<file path="config.mk">
export PLATFORM = sky130hd
export DESIGN_NAME = pdg_diag_pm_regs
export DESIGN_NICKNAME = d
export VERILOG_FILES = /design/src/pdg_pkg.sv /design/src/pdg_sync.sv /design/src/pdg_timer.sv /design/src/pdg_diag_pm_regs.sv
export SDC_FILE = /design/constraint.sdc
export NUM_CORES = 1
export LEC_CHECK = 0
export ABC_AREA = 1
export BUFFER_PORTS_ARGS = -buffer_cell sky130_fd_sc_hd__buf_2
export CAP_MARGIN = 20
export CORE_MARGIN = 2
export CORE_UTILIZATION = 55
export CTS_BUF_LIST = sky130_fd_sc_hd__clkbuf_8 sky130_fd_sc_hd__clkbuf_16
export DETAILED_ROUTE_END_ITERATION = 16
export PLACE_DENSITY = 0.8
export SYNTH_ARGS = -nofsm -noshare
export SYNTH_HDL_FRONTEND = slang
export SYNTH_SLANG_ARGS = --single-unit
export TNS_END_PERCENT = 5
</file>
<file path="constraint.sdc">
create_clock -name core_clk -period 3.2 [get_ports core_clk]
set_input_delay 0 -clock core_clk [delete_from_list [all_inputs] [get_ports core_clk]]
set_output_delay 0 -clock core_clk [all_outputs]
set_load 0.03 [all_outputs]
</file>
<file path="src/pdg_pkg.sv">
package pdg_pkg;
  // ==========================================================
  // Bus and map
  localparam int unsigned ADDR_W = 12;
  localparam logic [7:0] IDX_VENDOR_ID = 8'h00;
  localparam logic [7:0] IDX_DEVICE_ID = 8'h02;
  localparam logic [7:0] IDX_DIAG = 8'h93;
  localparam logic [7:0] IDX_CAP_ID = 8'ha0;
  localparam logic [7:0] IDX_CAP_LINK = 8'ha1;
  localparam logic [7:0] IDX_CAP_WORD = 8'ha2;
  localparam logic [7:0] IDX_IRQ_STATUS = 8'h00;
  localparam logic [7:0] IDX_IRQ_MASK = 8'h01;
  localparam int unsigned FUNC_BIT = 10;
  localparam int unsigned LOCAL_BIT = 11;

  // ==========================================================
  // Diagnostic byte fields
  localparam int unsigned DG_ID_MASK = 7;
  localparam int unsigned DG_FIXED_ONE = 6;
  localparam int unsigned DG_CHG_ROUTE = 5;
  localparam int unsigned DG_DT_DIS = 4;
  localparam int unsigned DG_RETRY_LONG = 3;
  localparam int unsigned DG_CARD_SEL = 2;
  localparam int unsigned DG_HOST_SEL = 1;
  localparam int unsigned DG_ZV_DIS = 0;
  localparam logic [7:0] DIAG_RESET = 8'h60;

  // ==========================================================
  // Capability list
  localparam logic [7:0] CAP_ID_VALUE = 8'h01;
  localparam logic [7:0] CAP_LINK_VALUE = 8'h00;
  localparam logic [15:0] CAP_WORD_RESET = 16'hfe12;
  localparam int unsigned CAP_WAKE_COLD = 15;
  localparam int unsigned CAP_AUX_PWR = 4;
  localparam logic [15:0] ID_MASKED = 16'hffff;

  // ==========================================================
  // Interrupt status layout
  localparam int unsigned IRQ_W = 5;
  localparam int unsigned IRQ_CHG0 = 0;
  localparam int unsigned IRQ_CHG1 = 1;
  localparam int unsigned IRQ_CARD_DISCARD = 2;
  localparam int unsigned IRQ_HOST_DISCARD = 3;
  localparam int unsigned IRQ_RETRY = 4;

  // ==========================================================
  // Timing counts (in bus-side clocks)
  localparam int unsigned TMR_W = 17;
  localparam logic [TMR_W-1:0] RETRY_SHORT = 17'h0_0010;
  localparam logic [TMR_W-1:0] RETRY_LONG = 17'h0_0040;
  localparam int unsigned DISCARD_SHORT_CLKS = 1024;
  localparam int unsigned DISCARD_LONG_CLKS = 32768;
endpackage

</file>
<file path="src/pdg_sync.sv">
`timescale 1ns/1ps
module pdg_sync (
  // Clock
  input wire logic core_clk,
  // Level from outside the domain
  input wire logic async_in,
  output logic sync_out
);
  logic stage1_reg;

  // ==========================================================
  // Two-stage synchroniser
  always_ff @(posedge core_clk) begin
    stage1_reg <= async_in;
    sync_out <= stage1_reg;
  end
endmodule

</file>
<file path="src/pdg_timer.sv">
`timescale 1ns/1ps
module pdg_timer (
  // Clock and reset
  input wire logic core_clk,
  input wire logic rst_n,
  // Control
  input wire logic tick_en,
  input wire logic run,
  input wire logic [pdg_pkg::TMR_W-1:0] limit,
  // Result
  output logic expired
);
  import pdg_pkg::*;

  logic [TMR_W-1:0] count_reg;
  logic [TMR_W-1:0] count_next;
  logic last_tick;

  assign count_next = count_reg + 17'h0_0001;
  assign last_tick = tick_en && (count_next >= limit);

  // ==========================================================
  // Counts ticks while run holds; restarts when run drops
  always_ff @(posedge core_clk) begin
    if (!rst_n || !run) begin
      count_reg <= '0;
    end else if (last_tick) begin
      count_reg <= '0;
    end else if (tick_en) begin
      count_reg <= count_next;
    end
  end

  always_ff @(posedge core_clk) begin
    if (!rst_n) begin
      expired <= 1'b0;
    end else begin
      expired <= run && last_tick;
    end
  end
endmodule

</file>
<file path="src/pdg_diag_pm_regs.sv">
`timescale 1ns/1ps
module pdg_diag_pm_regs #(
  parameter int unsigned DISCARD_SHORT = pdg_pkg::DISCARD_SHORT_CLKS,
  parameter int unsigned DISCARD_LONG = pdg_pkg::DISCARD_LONG_CLKS,
  parameter logic [15:0] VENDOR_ID = 16'h1234, // Arbitrary value
  parameter logic [15:0] DEVICE_ID = 16'h5678 // Arbitrary value
) (
  // Clock and resets
  input wire logic core_clk,
  input wire logic rst_n,
  input wire logic global_reset_n,
  // APB slave
  input wire logic psel,
  input wire logic penable,
  input wire logic pwrite,
  input wire logic [pdg_pkg::ADDR_W-1:0] paddr,
  input wire logic [31:0] pwdata,
  output logic [31:0] prdata,
  output logic pready,
  output logic pslverr,
  // Bus-side clock enables
  input wire logic host_tick_en,
  input wire logic card_tick_en,
  // Transaction status from the bridge core
  input wire logic target_access_active,
  input wire logic host_dt_pending,
  input wire logic card_dt_pending,
  // Card status change, per function
  input wire logic [1:0] card_change_event,
  input wire logic [1:0] legacy_socket_regs_803_b4,
  input wire logic [3:0] legacy_socket_regs_805_hi0,
  input wire logic [3:0] legacy_socket_regs_805_hi1,
  // Controls to the bridge core
  output logic id_mask_enable,
  output logic deferred_access_off,
  output logic long_retry_window,
  output logic [1:0] zoomed_video_model_disable,
  output logic [1:0] card_change_to_pci,
  output logic retry_terminate,
  output logic host_discard_expired,
  output logic card_discard_expired,
  // Interrupt
  output logic irq
);
  import pdg_pkg::*;

  // ==========================================================
  // Address decode
  function automatic logic is_cfg(input logic [ADDR_W-1:0] a,
                                  input logic [7:0] idx);
    is_cfg = !a[LOCAL_BIT] && (a[9:2] == idx) && (a[1:0] == 2'b00);
  endfunction

  function automatic logic is_local(input logic [ADDR_W-1:0] a,
                                    input logic [7:0] idx);
    is_local = a[LOCAL_BIT] && (a[FUNC_BIT:2] == {1'b0, idx})
               && (a[1:0] == 2'b00);
  endfunction

  logic fn1;
  logic setup_phase;
  logic wr_en;
  logic hit_vendor;
  logic hit_device;
  logic hit_diag;
  logic hit_cap_id;
  logic hit_cap_link;
  logic hit_cap_word;
  logic hit_status;
  logic hit_mask;
  logic hit_any;

  assign fn1 = paddr[FUNC_BIT];
  assign setup_phase = psel && !penable;
  assign wr_en = psel && penable && pwrite && pready && !pslverr;
  assign hit_vendor = is_cfg(paddr, IDX_VENDOR_ID);
  assign hit_device = is_cfg(paddr, IDX_DEVICE_ID);
  assign hit_diag = is_cfg(paddr, IDX_DIAG);
  assign hit_cap_id = is_cfg(paddr, IDX_CAP_ID);
  assign hit_cap_link = is_cfg(paddr, IDX_CAP_LINK);
  assign hit_cap_word = is_cfg(paddr, IDX_CAP_WORD);
  assign hit_status = is_local(paddr, IDX_IRQ_STATUS);
  assign hit_mask = is_local(paddr, IDX_IRQ_MASK);
  assign hit_any = hit_vendor || hit_device || hit_diag || hit_cap_id
                   || hit_cap_link || hit_cap_word || hit_status
                   || hit_mask;

  // Zero-wait slave
  assign pready = 1'b1;
  assign pslverr = psel && penable && !hit_any;

  // ==========================================================
  // Global reset pin
  logic global_rst_sync_n;

  pdg_sync u_global_sync (
    .core_clk(core_clk),
    .async_in(global_reset_n),
    .sync_out(global_rst_sync_n)
  );

  // ==========================================================
  // Diagnostic byte storage
  logic id_mask_reg;
  logic dt_disable_reg;
  logic retry_long_reg;
  logic card_sel_reg;
  logic host_sel_reg;
  logic [1:0] chg_route_reg;
  logic [1:0] zv_disable_reg;
  logic [1:0] wake_cold_reg;

  // Shared bits, global reset only, written through function 0
  always_ff @(posedge core_clk) begin
    if (!global_rst_sync_n) begin
      id_mask_reg <= DIAG_RESET[DG_ID_MASK];
      dt_disable_reg <= DIAG_RESET[DG_DT_DIS];
      retry_long_reg <= DIAG_RESET[DG_RETRY_LONG];
      card_sel_reg <= DIAG_RESET[DG_CARD_SEL];
      host_sel_reg <= DIAG_RESET[DG_HOST_SEL];
    end else if (wr_en && hit_diag && !fn1) begin
      id_mask_reg <= pwdata[DG_ID_MASK];
      dt_disable_reg <= pwdata[DG_DT_DIS];
      retry_long_reg <= pwdata[DG_RETRY_LONG];
      card_sel_reg <= pwdata[DG_CARD_SEL];
      host_sel_reg <= pwdata[DG_HOST_SEL];
    end
  end

  // Per-function bits, global reset only
  always_ff @(posedge core_clk) begin
    if (!global_rst_sync_n) begin
      chg_route_reg <= {2{DIAG_RESET[DG_CHG_ROUTE]}};
      zv_disable_reg <= {2{DIAG_RESET[DG_ZV_DIS]}};
    end else if (wr_en && hit_diag) begin
      chg_route_reg[fn1] <= pwdata[DG_CHG_ROUTE];
      zv_disable_reg[fn1] <= pwdata[DG_ZV_DIS];
    end
  end

  // Wake-from-cold-D3 advertisement, the only writable capability bit
  always_ff @(posedge core_clk) begin
    if (!global_rst_sync_n) begin
      wake_cold_reg <= {2{CAP_WORD_RESET[CAP_WAKE_COLD]}};
    end else if (wr_en && hit_cap_word) begin
      wake_cold_reg[fn1] <= pwdata[CAP_WAKE_COLD];
    end
  end

  // ==========================================================
  // Read-back views
  function automatic logic [7:0] diag_view(input logic f);
    diag_view = 8'h00;
    diag_view[DG_ID_MASK] = id_mask_reg;
    diag_view[DG_FIXED_ONE] = 1'b1;
    diag_view[DG_CHG_ROUTE] = chg_route_reg[f];
    diag_view[DG_DT_DIS] = dt_disable_reg;
    diag_view[DG_RETRY_LONG] = retry_long_reg;
    diag_view[DG_CARD_SEL] = card_sel_reg;
    diag_view[DG_HOST_SEL] = host_sel_reg;
    diag_view[DG_ZV_DIS] = zv_disable_reg[f];
  endfunction

  function automatic logic [15:0] cap_view(input logic f);
    // D1/D2 and wake-state bits fixed except wake-from-cold, version 010b
    cap_view = CAP_WORD_RESET;
    cap_view[CAP_WAKE_COLD] = wake_cold_reg[f];
    // Aux-power flag only meaningful while cold wake is offered
    cap_view[CAP_AUX_PWR] = wake_cold_reg[f]
                            && CAP_WORD_RESET[CAP_AUX_PWR];
  endfunction

  // ==========================================================
  // Interrupt status and mask
  logic [IRQ_W-1:0] irq_status_reg;
  logic [IRQ_W-1:0] irq_mask_reg;
  logic [IRQ_W-1:0] irq_set;
  logic [IRQ_W-1:0] irq_clear;

  assign irq_set[IRQ_CHG0] = card_change_to_pci[0];
  assign irq_set[IRQ_CHG1] = card_change_to_pci[1];
  assign irq_set[IRQ_CARD_DISCARD] = card_discard_expired;
  assign irq_set[IRQ_HOST_DISCARD] = host_discard_expired;
  assign irq_set[IRQ_RETRY] = retry_terminate;
  assign irq_clear = (wr_en && hit_status) ? pwdata[IRQ_W-1:0] : '0;

  // A new event in the clearing cycle survives
  always_ff @(posedge core_clk) begin
    if (!rst_n) begin
      irq_status_reg <= '0;
    end else begin
      irq_status_reg <= (irq_status_reg & ~irq_clear) | irq_set;
    end
  end

  always_ff @(posedge core_clk) begin
    if (!rst_n) begin
      irq_mask_reg <= '0;
    end else if (wr_en && hit_mask) begin
      irq_mask_reg <= pwdata[IRQ_W-1:0];
    end
  end

  always_ff @(posedge core_clk) begin
    if (!rst_n) begin
      irq <= 1'b0;
    end else begin
      irq <= |(irq_status_reg & irq_mask_reg);
    end
  end

  // ==========================================================
  // Read data, captured in the setup cycle
  logic [31:0] rd_mux;

  always_comb begin
    rd_mux = 32'h0000_0000;
    if (hit_vendor) begin
      rd_mux[15:0] = id_mask_reg ? ID_MASKED : VENDOR_ID;
    end else if (hit_device) begin
      rd_mux[15:0] = id_mask_reg ? ID_MASKED : DEVICE_ID;
    end else if (hit_diag) begin
      rd_mux[7:0] = diag_view(fn1);
    end else if (hit_cap_id) begin
      rd_mux[7:0] = CAP_ID_VALUE;
    end else if (hit_cap_link) begin
      rd_mux[7:0] = CAP_LINK_VALUE;
    end else if (hit_cap_word) begin
      rd_mux[15:0] = cap_view(fn1);
    end else if (hit_status) begin
      rd_mux[IRQ_W-1:0] = irq_status_reg;
    end else if (hit_mask) begin
      rd_mux[IRQ_W-1:0] = irq_mask_reg;
    end
  end

  always_ff @(posedge core_clk) begin
    if (!rst_n) begin
      prdata <= 32'h0000_0000;
    end else if (setup_phase && !pwrite) begin
      prdata <= rd_mux;
    end
  end

  // ==========================================================
  // Card status change routing
  logic [1:0] chg_route_ok;

  assign chg_route_ok[0] = chg_route_reg[0]
                           ? (legacy_socket_regs_805_hi0 == 4'h0)
                           : legacy_socket_regs_803_b4[0];
  assign chg_route_ok[1] = chg_route_reg[1]
                           ? (legacy_socket_regs_805_hi1 == 4'h0)
                           : legacy_socket_regs_803_b4[1];

  always_ff @(posedge core_clk) begin
    if (!rst_n) begin
      card_change_to_pci <= 2'b00;
    end else begin
      card_change_to_pci <= card_change_event & chg_route_ok;
    end
  end

  // ==========================================================
  // Control outputs
  always_ff @(posedge core_clk) begin
    if (!rst_n) begin
      id_mask_enable <= 1'b0;
      deferred_access_off <= 1'b0;
      long_retry_window <= 1'b0;
      zoomed_video_model_disable <= 2'b00;
    end else begin
      id_mask_enable <= id_mask_reg;
      deferred_access_off <= dt_disable_reg;
      long_retry_window <= retry_long_reg;
      zoomed_video_model_disable <= zv_disable_reg;
    end
  end

  // ==========================================================
  // Retry latency and discard timers
  localparam logic [TMR_W-1:0] DISC_SHORT = TMR_W'(DISCARD_SHORT);
  localparam logic [TMR_W-1:0] DISC_LONG = TMR_W'(DISCARD_LONG);

  logic [TMR_W-1:0] retry_limit;
  logic [TMR_W-1:0] card_limit;
  logic [TMR_W-1:0] host_limit;

  assign retry_limit = retry_long_reg ? RETRY_LONG : RETRY_SHORT;
  assign card_limit = card_sel_reg ? DISC_SHORT : DISC_LONG;
  assign host_limit = host_sel_reg ? DISC_SHORT : DISC_LONG;

  // Host-side clock paces the target retry window
  pdg_timer u_retry_tmr (
    .core_clk(core_clk),
    .rst_n(rst_n),
    .tick_en(host_tick_en),
    .run(target_access_active),
    .limit(retry_limit),
    .expired(retry_terminate)
  );

  // Discard timers idle while delayed transactions are off
  pdg_timer u_host_discard (
    .core_clk(core_clk),
    .rst_n(rst_n),
    .tick_en(host_tick_en),
    .run(host_dt_pending && !dt_disable_reg),
    .limit(host_limit),
    .expired(host_discard_expired)
  );

  pdg_timer u_card_discard (
    .core_clk(core_clk),
    .rst_n(rst_n),
    .tick_en(card_tick_en),
    .run(card_dt_pending && !dt_disable_reg),
    .limit(card_limit),
    .expired(card_discard_expired)
  );
endmodule

</file>
# Word level (Yosys, flattened, before mapping)
# Index checks and enable logic that the tools add are counted.
# totals
reg_bits	101
inputBits	67
word_cells	141
out_inout_bits	45
# classes
reduce_logical	66
n_eq_ne	6
add_sub_neg	3
mux	31
n_bitwise	5
n_lt_le_gt_ge	5
# op_table
operator	count
two-way mux 16 bit	6
adder 17 x 1 -> 17 bit (second input constant)	3
two-way mux 8 bit	6
logical AND 1 bit	36
>= comparator 17 x 16 -> 1 bit	2
== test 8 bit (second input constant)	4
two-way mux 5 bit	4
>= comparator 17 x 7 -> 1 bit	1
zero test 1 bit	11
two-way mux 11 bit	1
AND 5 bit	2
logical OR 1 bit	10
== test 9 x 1 -> 1 bit (second input constant)	1
zero test 9 bit	1
two-way mux 1 bit	9
== test 8 x 2 -> 1 bit (second input constant)	1
zero test 4 bit	2
zero test 8 bit	1
two-way mux 7 bit	1
bitwise mux 2 bit	3
OR reduction 2 bit	3
NOT 5 bit	1
OR 5 bit	1
OR reduction 5 bit	1
other kinds (5)	5

# Longest topological paths before layout
# logic_depth
word_depth	19
ltp_mapped	19
depth_no_buf	18

# By module
# From an unflattened synthesis, not the netlist that was laid out.
# hier_totals
cells_unflattened	1102
hier_area_um2	7145.6
# modules_own_cells
module	seq_area_each_um2	area_per_inst_um2	instances	cells_per_inst
pdg_timer at u_card_discard ...	360.3	1604.0	2	254
pdg_diag_pm_regs	840.8	2306.0	1	342
pdg_timer at u_retry_tmr	360.3	1591.5	1	250
pdg_sync	40.0	40.0	1	2

# Worst setup path before layout
# OpenSTA, ideal clock, no wires.
# synth_timing
path_type	register to register
start	register u_card_discard.count_reg[0]
end	register u_card_discard.count_reg[14]
path_stages_with_launch	20
setup_ns	0.119
slack_ns	0.901
required_ns	3.081
path_buffers	1
arrival_time_ns	2.181
synth_period_minus_slack_ns	2.299
path_cell_list	dfxtp_1 -> ha_1 -> nand2_2 -> nor2_2 -> nand2_2 -> nor2_4 -> xnor2_1 -> ha_1 -> nand3_1 -> nor2_1 -> nand2_1 -> nor2_1 -> nand2_1 -> nand3_1 -> nand2_1 -> nand2_1 -> nand2_2 -> nand2_4 -> buf_12 -> nor2_2
# synth_via
elab_chain_cells	4
# synth_rtl
element	line	rtl
start: declaration	pdg_timer.sv:15	logic [TMR_W-1:0] count_reg;
start signal: assignment	pdg_timer.sv:30	count_reg <= count_next;
adder 17 x 1 -> 17 bit *	pdg_timer.sv:19	assign count_next = count_reg + 17'h0_0001;
>= comparator 17 x 16 -> 1 bit	pdg_timer.sv:20	assign last_tick = tick_en && (count_next >= limit);
logical AND 1 bit	pdg_timer.sv:20	
OR reduction 2 bit (no source line)	n/a	
# Every way passes the cells marked *; elsewhere a longest branch is shown, timed or not.
# A chain may end at the register's enable or synchronous reset.

# Final worst setup path
# layout_timing
start	register u_card_discard.count_reg[0]
end	register u_card_discard.count_reg[3]
# Same word-level chain as after synthesis.

==> results.txt <==
----------------------------------------------------
[Pwr]
  Combinational cell fraction of total power ... 0.101
  Share of total power in sequential cells ... 0.532
  Net switching fraction of the power ... 0.259
  Leak ... 2.98 nW
  Internal ... 1.76 mW
  Net switching power of the design ... 0.617 mW
  IR drop worst, VDD ... 0.334 mV
  Power Dens Cells ... 370 nW/um^2
  Fraction of power consumed by the clock network ... 0.367
  Total chip power ... 2.38 mW

[Detailed routing]
  Number of search-and-repair iterations in the first detailed-routing pass ... 6
  Final routed DRC violation total ... 0
  Iter 0 DRT Violations ... 312
  Antenna Violating Nets Remaining ... 0
  Total length of routed wires ... 12800 um
  Average routed wire per standard cell ... 11.7 um
  Routed via count divided by cell count ... 4.99
  Overall via count from detail_route ... 5459

[Synthesis]
  Xor/xnor cell area share of the yosys netlist ... 0.0276
  Most instantiated flip-flop cell in the synthesis netlist ... sky130_fd_sc_hd__dfxtp_1
  Fraction of synthesis flops using an asynchronous set or reset pin ... 0
  Sequential share of the synthesized area ... 0.343
  Top area cells in the synthesized netlist ... sky130_fd_sc_hd__dfxtp_1 34%, sky130_fd_sc_hd__nand2_1 16%, sky130_fd_sc_hd__nor2_1 9.8%
  Per-instance average area after synthesis ... 6.50 sq um
  Simple-gate share of the synthesized area ... 0.385
  Portion of synthesized cell area occupied by the leading cell type ... 0.343
  Count of flip-flops with a built-in enable after synthesis ... 0
  Most numerous cell in the Yosys netlist ... sky130_fd_sc_hd__nand2_1
  Library cells used by synthesis ... 40
  Yosys warning count ... 0
  Adder-cell share of the synthesized area ... 0.0263
  Cell type with the largest total area after synthesis ... sky130_fd_sc_hd__dfxtp_1
  Number of instances in the synthesized netlist ... 879
  Share of the synthesized area in compound gates (AO/OA/AOI/OAI) ... 0.0966
  Dominant combinational cell family by area after synthesis ... simple AND/OR/NAND/NOR gates
  Multiplexer share of the synthesized area ... 0.00876
  Top cells by count, synth ... 237 x sky130_fd_sc_hd__nand2_1, 149 x sky130_fd_sc_hd__nor2_1, 98 x sky130_fd_sc_hd__dfxtp_1, 96 x sky130_fd_sc_hd__inv_1, 49 x sky130_fd_sc_hd__o21ai_0
  Post-synthesis sequential element count ... 98
  Post-Synthesis Cell Area ... 5710 sq um

[Setup path]
  Reg2reg start ... u_card_discard.count_reg[0]
  Type of destination of the critical path ... register
  CP cell instances ... ha_1 > nand2_2 > nor2_2 > nand2_2 > nor2_4 > xnor2_1 > ha_1 > nand3_1 > nor2_1 > nand2_1 > nor2_1 > nand2_1 > nand3_1 > nand2_1 > nand2_1 > nand2_2 > nand2_4 > nor2_1
  Total buffers and inverters traversed by the critical path ... 0
  Minimum setup slack among reg-to-reg paths ... 0.59 ns
  Crit-path most repeated cell ... sky130_fd_sc_hd__nand2_1
  Crit path max-delay cell type ... sky130_fd_sc_hd__dfxtp_1
  Worst Reg-to-Reg Cells ... 18
  CP Launch Type ... register
  Largest driver fanout on the critical path ... 17
  Capture instance of the worst register-to-register path ... u_card_discard.count_reg[3]
  Data required time at the worst endpoint ... 3.46 ns
  WS Path Type ... reg -> reg
  Critical path data arrival time ... 2.86 ns
  Cell type group with the largest total delay on the critical path ... simple AND/OR/NAND/NOR gates
  Worst stage delay on the critical path ... 0.42 ns

[GRT]
  Number of antenna violations at the first check in global routing ... 0
  Global-route wire length before repair ... 22000 um
  Pin count of the biggest net entering global routing ... 39
  GRT Residual Overflow ... 0
  Number of global-route vias before repair ... 5074
  GRT Total Usage ... 0.236

[Floorplan]
  Die Y ... 106 um
  Starting density of the core ... 0.561
  Die area ... 11200 sq um
  Number of placement rows ... 37
  Area of the core ... 10200 sq um
  Die Wd ... 106 um
  IO Count ... 112

[Finish]
  Number of inserted filler cells in the final layout ... 980
  Total Nets Final ... 1034
  Synth-to-layout area growth ... 12.5%
  Ant diodes ... 0
  Share of final-layout standard cells stronger than drive strength 1 ... 0.129

[Place]
  Half-perimeter wire length of the detailed placement result ... 9250 um
  Placement-stage worst setup slack ... 0.633 ns
  Count of buffers from port buffering ... 70
  Final GP Congestion ... 0.882

[Timing]
  Final setup TNS ... 0 ns
  Share of the cycle needed by the critical path after routing ... 0.815
  Pin slew with the least headroom to its limit ... 0.680 ns
  Final Hold Fails ... 0
  Final Skew ... 0.0130 ns
  Final setup violation count ... 0
  Setup repair after global routing missed its margin ... no
  Minimum clock period ... 2.61 ns
  Highest attainable clock frequency ... 0.384 GHz
  Post-route setup slack ... 0.594 ns
  Relative max-transition margin ... 0.547
  Max-slew violation total from the final report ... 0

[Hold path]
  Kind of path behind the tightest hold check ... in -> reg
  Worst-case hold path end point ... zoomed_video_model_disable[1]
  Hold Crit Start ... rst_n
  Number of cells on the worst hold path ... 3

[Clocking]
  TritonCTS clock tree ... yes
  CTS H-Tree Depth ... 3
  Clock Latency Late Sink ... 0.37 ns
  Clk Tree Root Cell ... sky130_fd_sc_hd__clkbuf_8
  Cts bufs inserted ... 9
  Number of post-CTS setup repair buffers ... 0
  Post-CTS Resized ... 0
  Maximum count of clock buffers along a single path ... 2
  Number of sinks handled by clock tree synthesis ... 98
  Post-CTS clock slew at the launch and capture registers of the worst setup and hold paths ... 0.09 ns

[Status]
  Outcome ... completed

[Run]
  Max-capacitance violation count ... 0

----------------------------------------------------
-- cells in the final DEF, fill, tap and decap left out, types with 6 or more instances in the layout --
cell                            Yosys  routed
sky130_fd_sc_hd__a21oi_1           29      29
sky130_fd_sc_hd__buf_2              4      70
sky130_fd_sc_hd__clkbuf_8           0       9
sky130_fd_sc_hd__conb_1             2      17
sky130_fd_sc_hd__dfxtp_1           98      98
sky130_fd_sc_hd__dlygate4sd3_1      0      19
sky130_fd_sc_hd__ha_1              12      12
sky130_fd_sc_hd__inv_1             96      96
sky130_fd_sc_hd__nand2_1          237     237
sky130_fd_sc_hd__nand2_2           10      10
sky130_fd_sc_hd__nand3_1           45      45
sky130_fd_sc_hd__nand4_1           18      18
sky130_fd_sc_hd__nor2_1           149     149
sky130_fd_sc_hd__nor2_2            15      15
sky130_fd_sc_hd__nor3_1            13      13
sky130_fd_sc_hd__o211ai_1           6       6
sky130_fd_sc_hd__o21ai_0           49      49
sky130_fd_sc_hd__xnor2_1            9       9
sky130_fd_sc_hd__xor2_1             9       9
-- final cells by class --
cell class / instances / area, sq um / share of cell area
Clock buffer: 9 / 124 / 0.0193
Clock inverter: 6 / 87.6 / 0.0136
Inverter: 97 / 364 / 0.0567
Multi-Input combinational cell: 659 / 3170 / 0.493
Sequential cell: 98 / 1960 / 0.305
Tap cell: 136 / 170 / 0.0265
Timing Repair Buffer: 90 / 548 / 0.0853
-- worst max path at each step --
stage / start / end / cells after the start
after global placement: u_host_discard.count_reg[0] / u_host_discard.count_reg[12] / 15
after global routing: u_host_discard.count_reg[0] / u_host_discard.count_reg[12] / 15
after CTS: u_card_discard.count_reg[0] / u_card_discard.count_reg[3] / 18
final: u_card_discard.count_reg[0] / u_card_discard.count_reg[3] / 18
after detailed placement: u_host_discard.count_reg[0] / u_host_discard.count_reg[12] / 15
after floorplan: u_card_discard.count_reg[0] / u_card_discard.count_reg[14] / 19
-- layer usage --
layer | part of all wire | GRT usage | up-vias
li1 | - | - | 2895
met1 | 0.46 | 0.293 | 2418
met2 | 0.48 | 0.419 | 121
met3 | 0.043 | 0.0411 | 25
met4 | 0.021 | 0.0705 | 0
met5 | 0 | 0 | -
-- logic make-up after synthesis --
family | Yosys count
and+or+nand+nor | 507
AOI/OAI and AO/OA | 100
DFF | 98
other | 2
xor gates and xnor gates | 18
adders and majority gates | 12
buffers and inverters | 137
muxes | 5
-- stage by stage --
step                hold WS (ns)  cells  cell area, sq um   util
finish                    0.0545   1095              6430  0.631
global route              0.0665   1095              6430  0.631
CTS                       0.0388   1095              6430  0.631
detailed placement         0.106   1061              6020  0.592
global placement           0.106   1061              6020  0.592
floorplan                 0.0277    894              5770      -
-- what timing repair did --
action	4_1_cts	5_1_grt
hold buffers	19	0
hold endpoints to repair	27	0
setup endpoints to repair	0	0
-- worst min-delay path, delay by kind of cell --
kind                   cells  cell delay [ns]
buffers and inverters      2             0.26
and+or+nand+nor            1             0.12
-- power groups by stage --
stage	clock network, mW	registers [mW]	logic (mW)
6_report	0.874	1.27	0.240
5_1_grt	0.939	1.27	0.270
4_1_cts	0.896	1.27	0.239
3_5_place_dp	0	1.29	0.222
3_3_place_gp	0	1.29	0.217
2_1_floorplan	0	1.29	0.182
No activity file was read; power rests on OpenSTA's default activity.
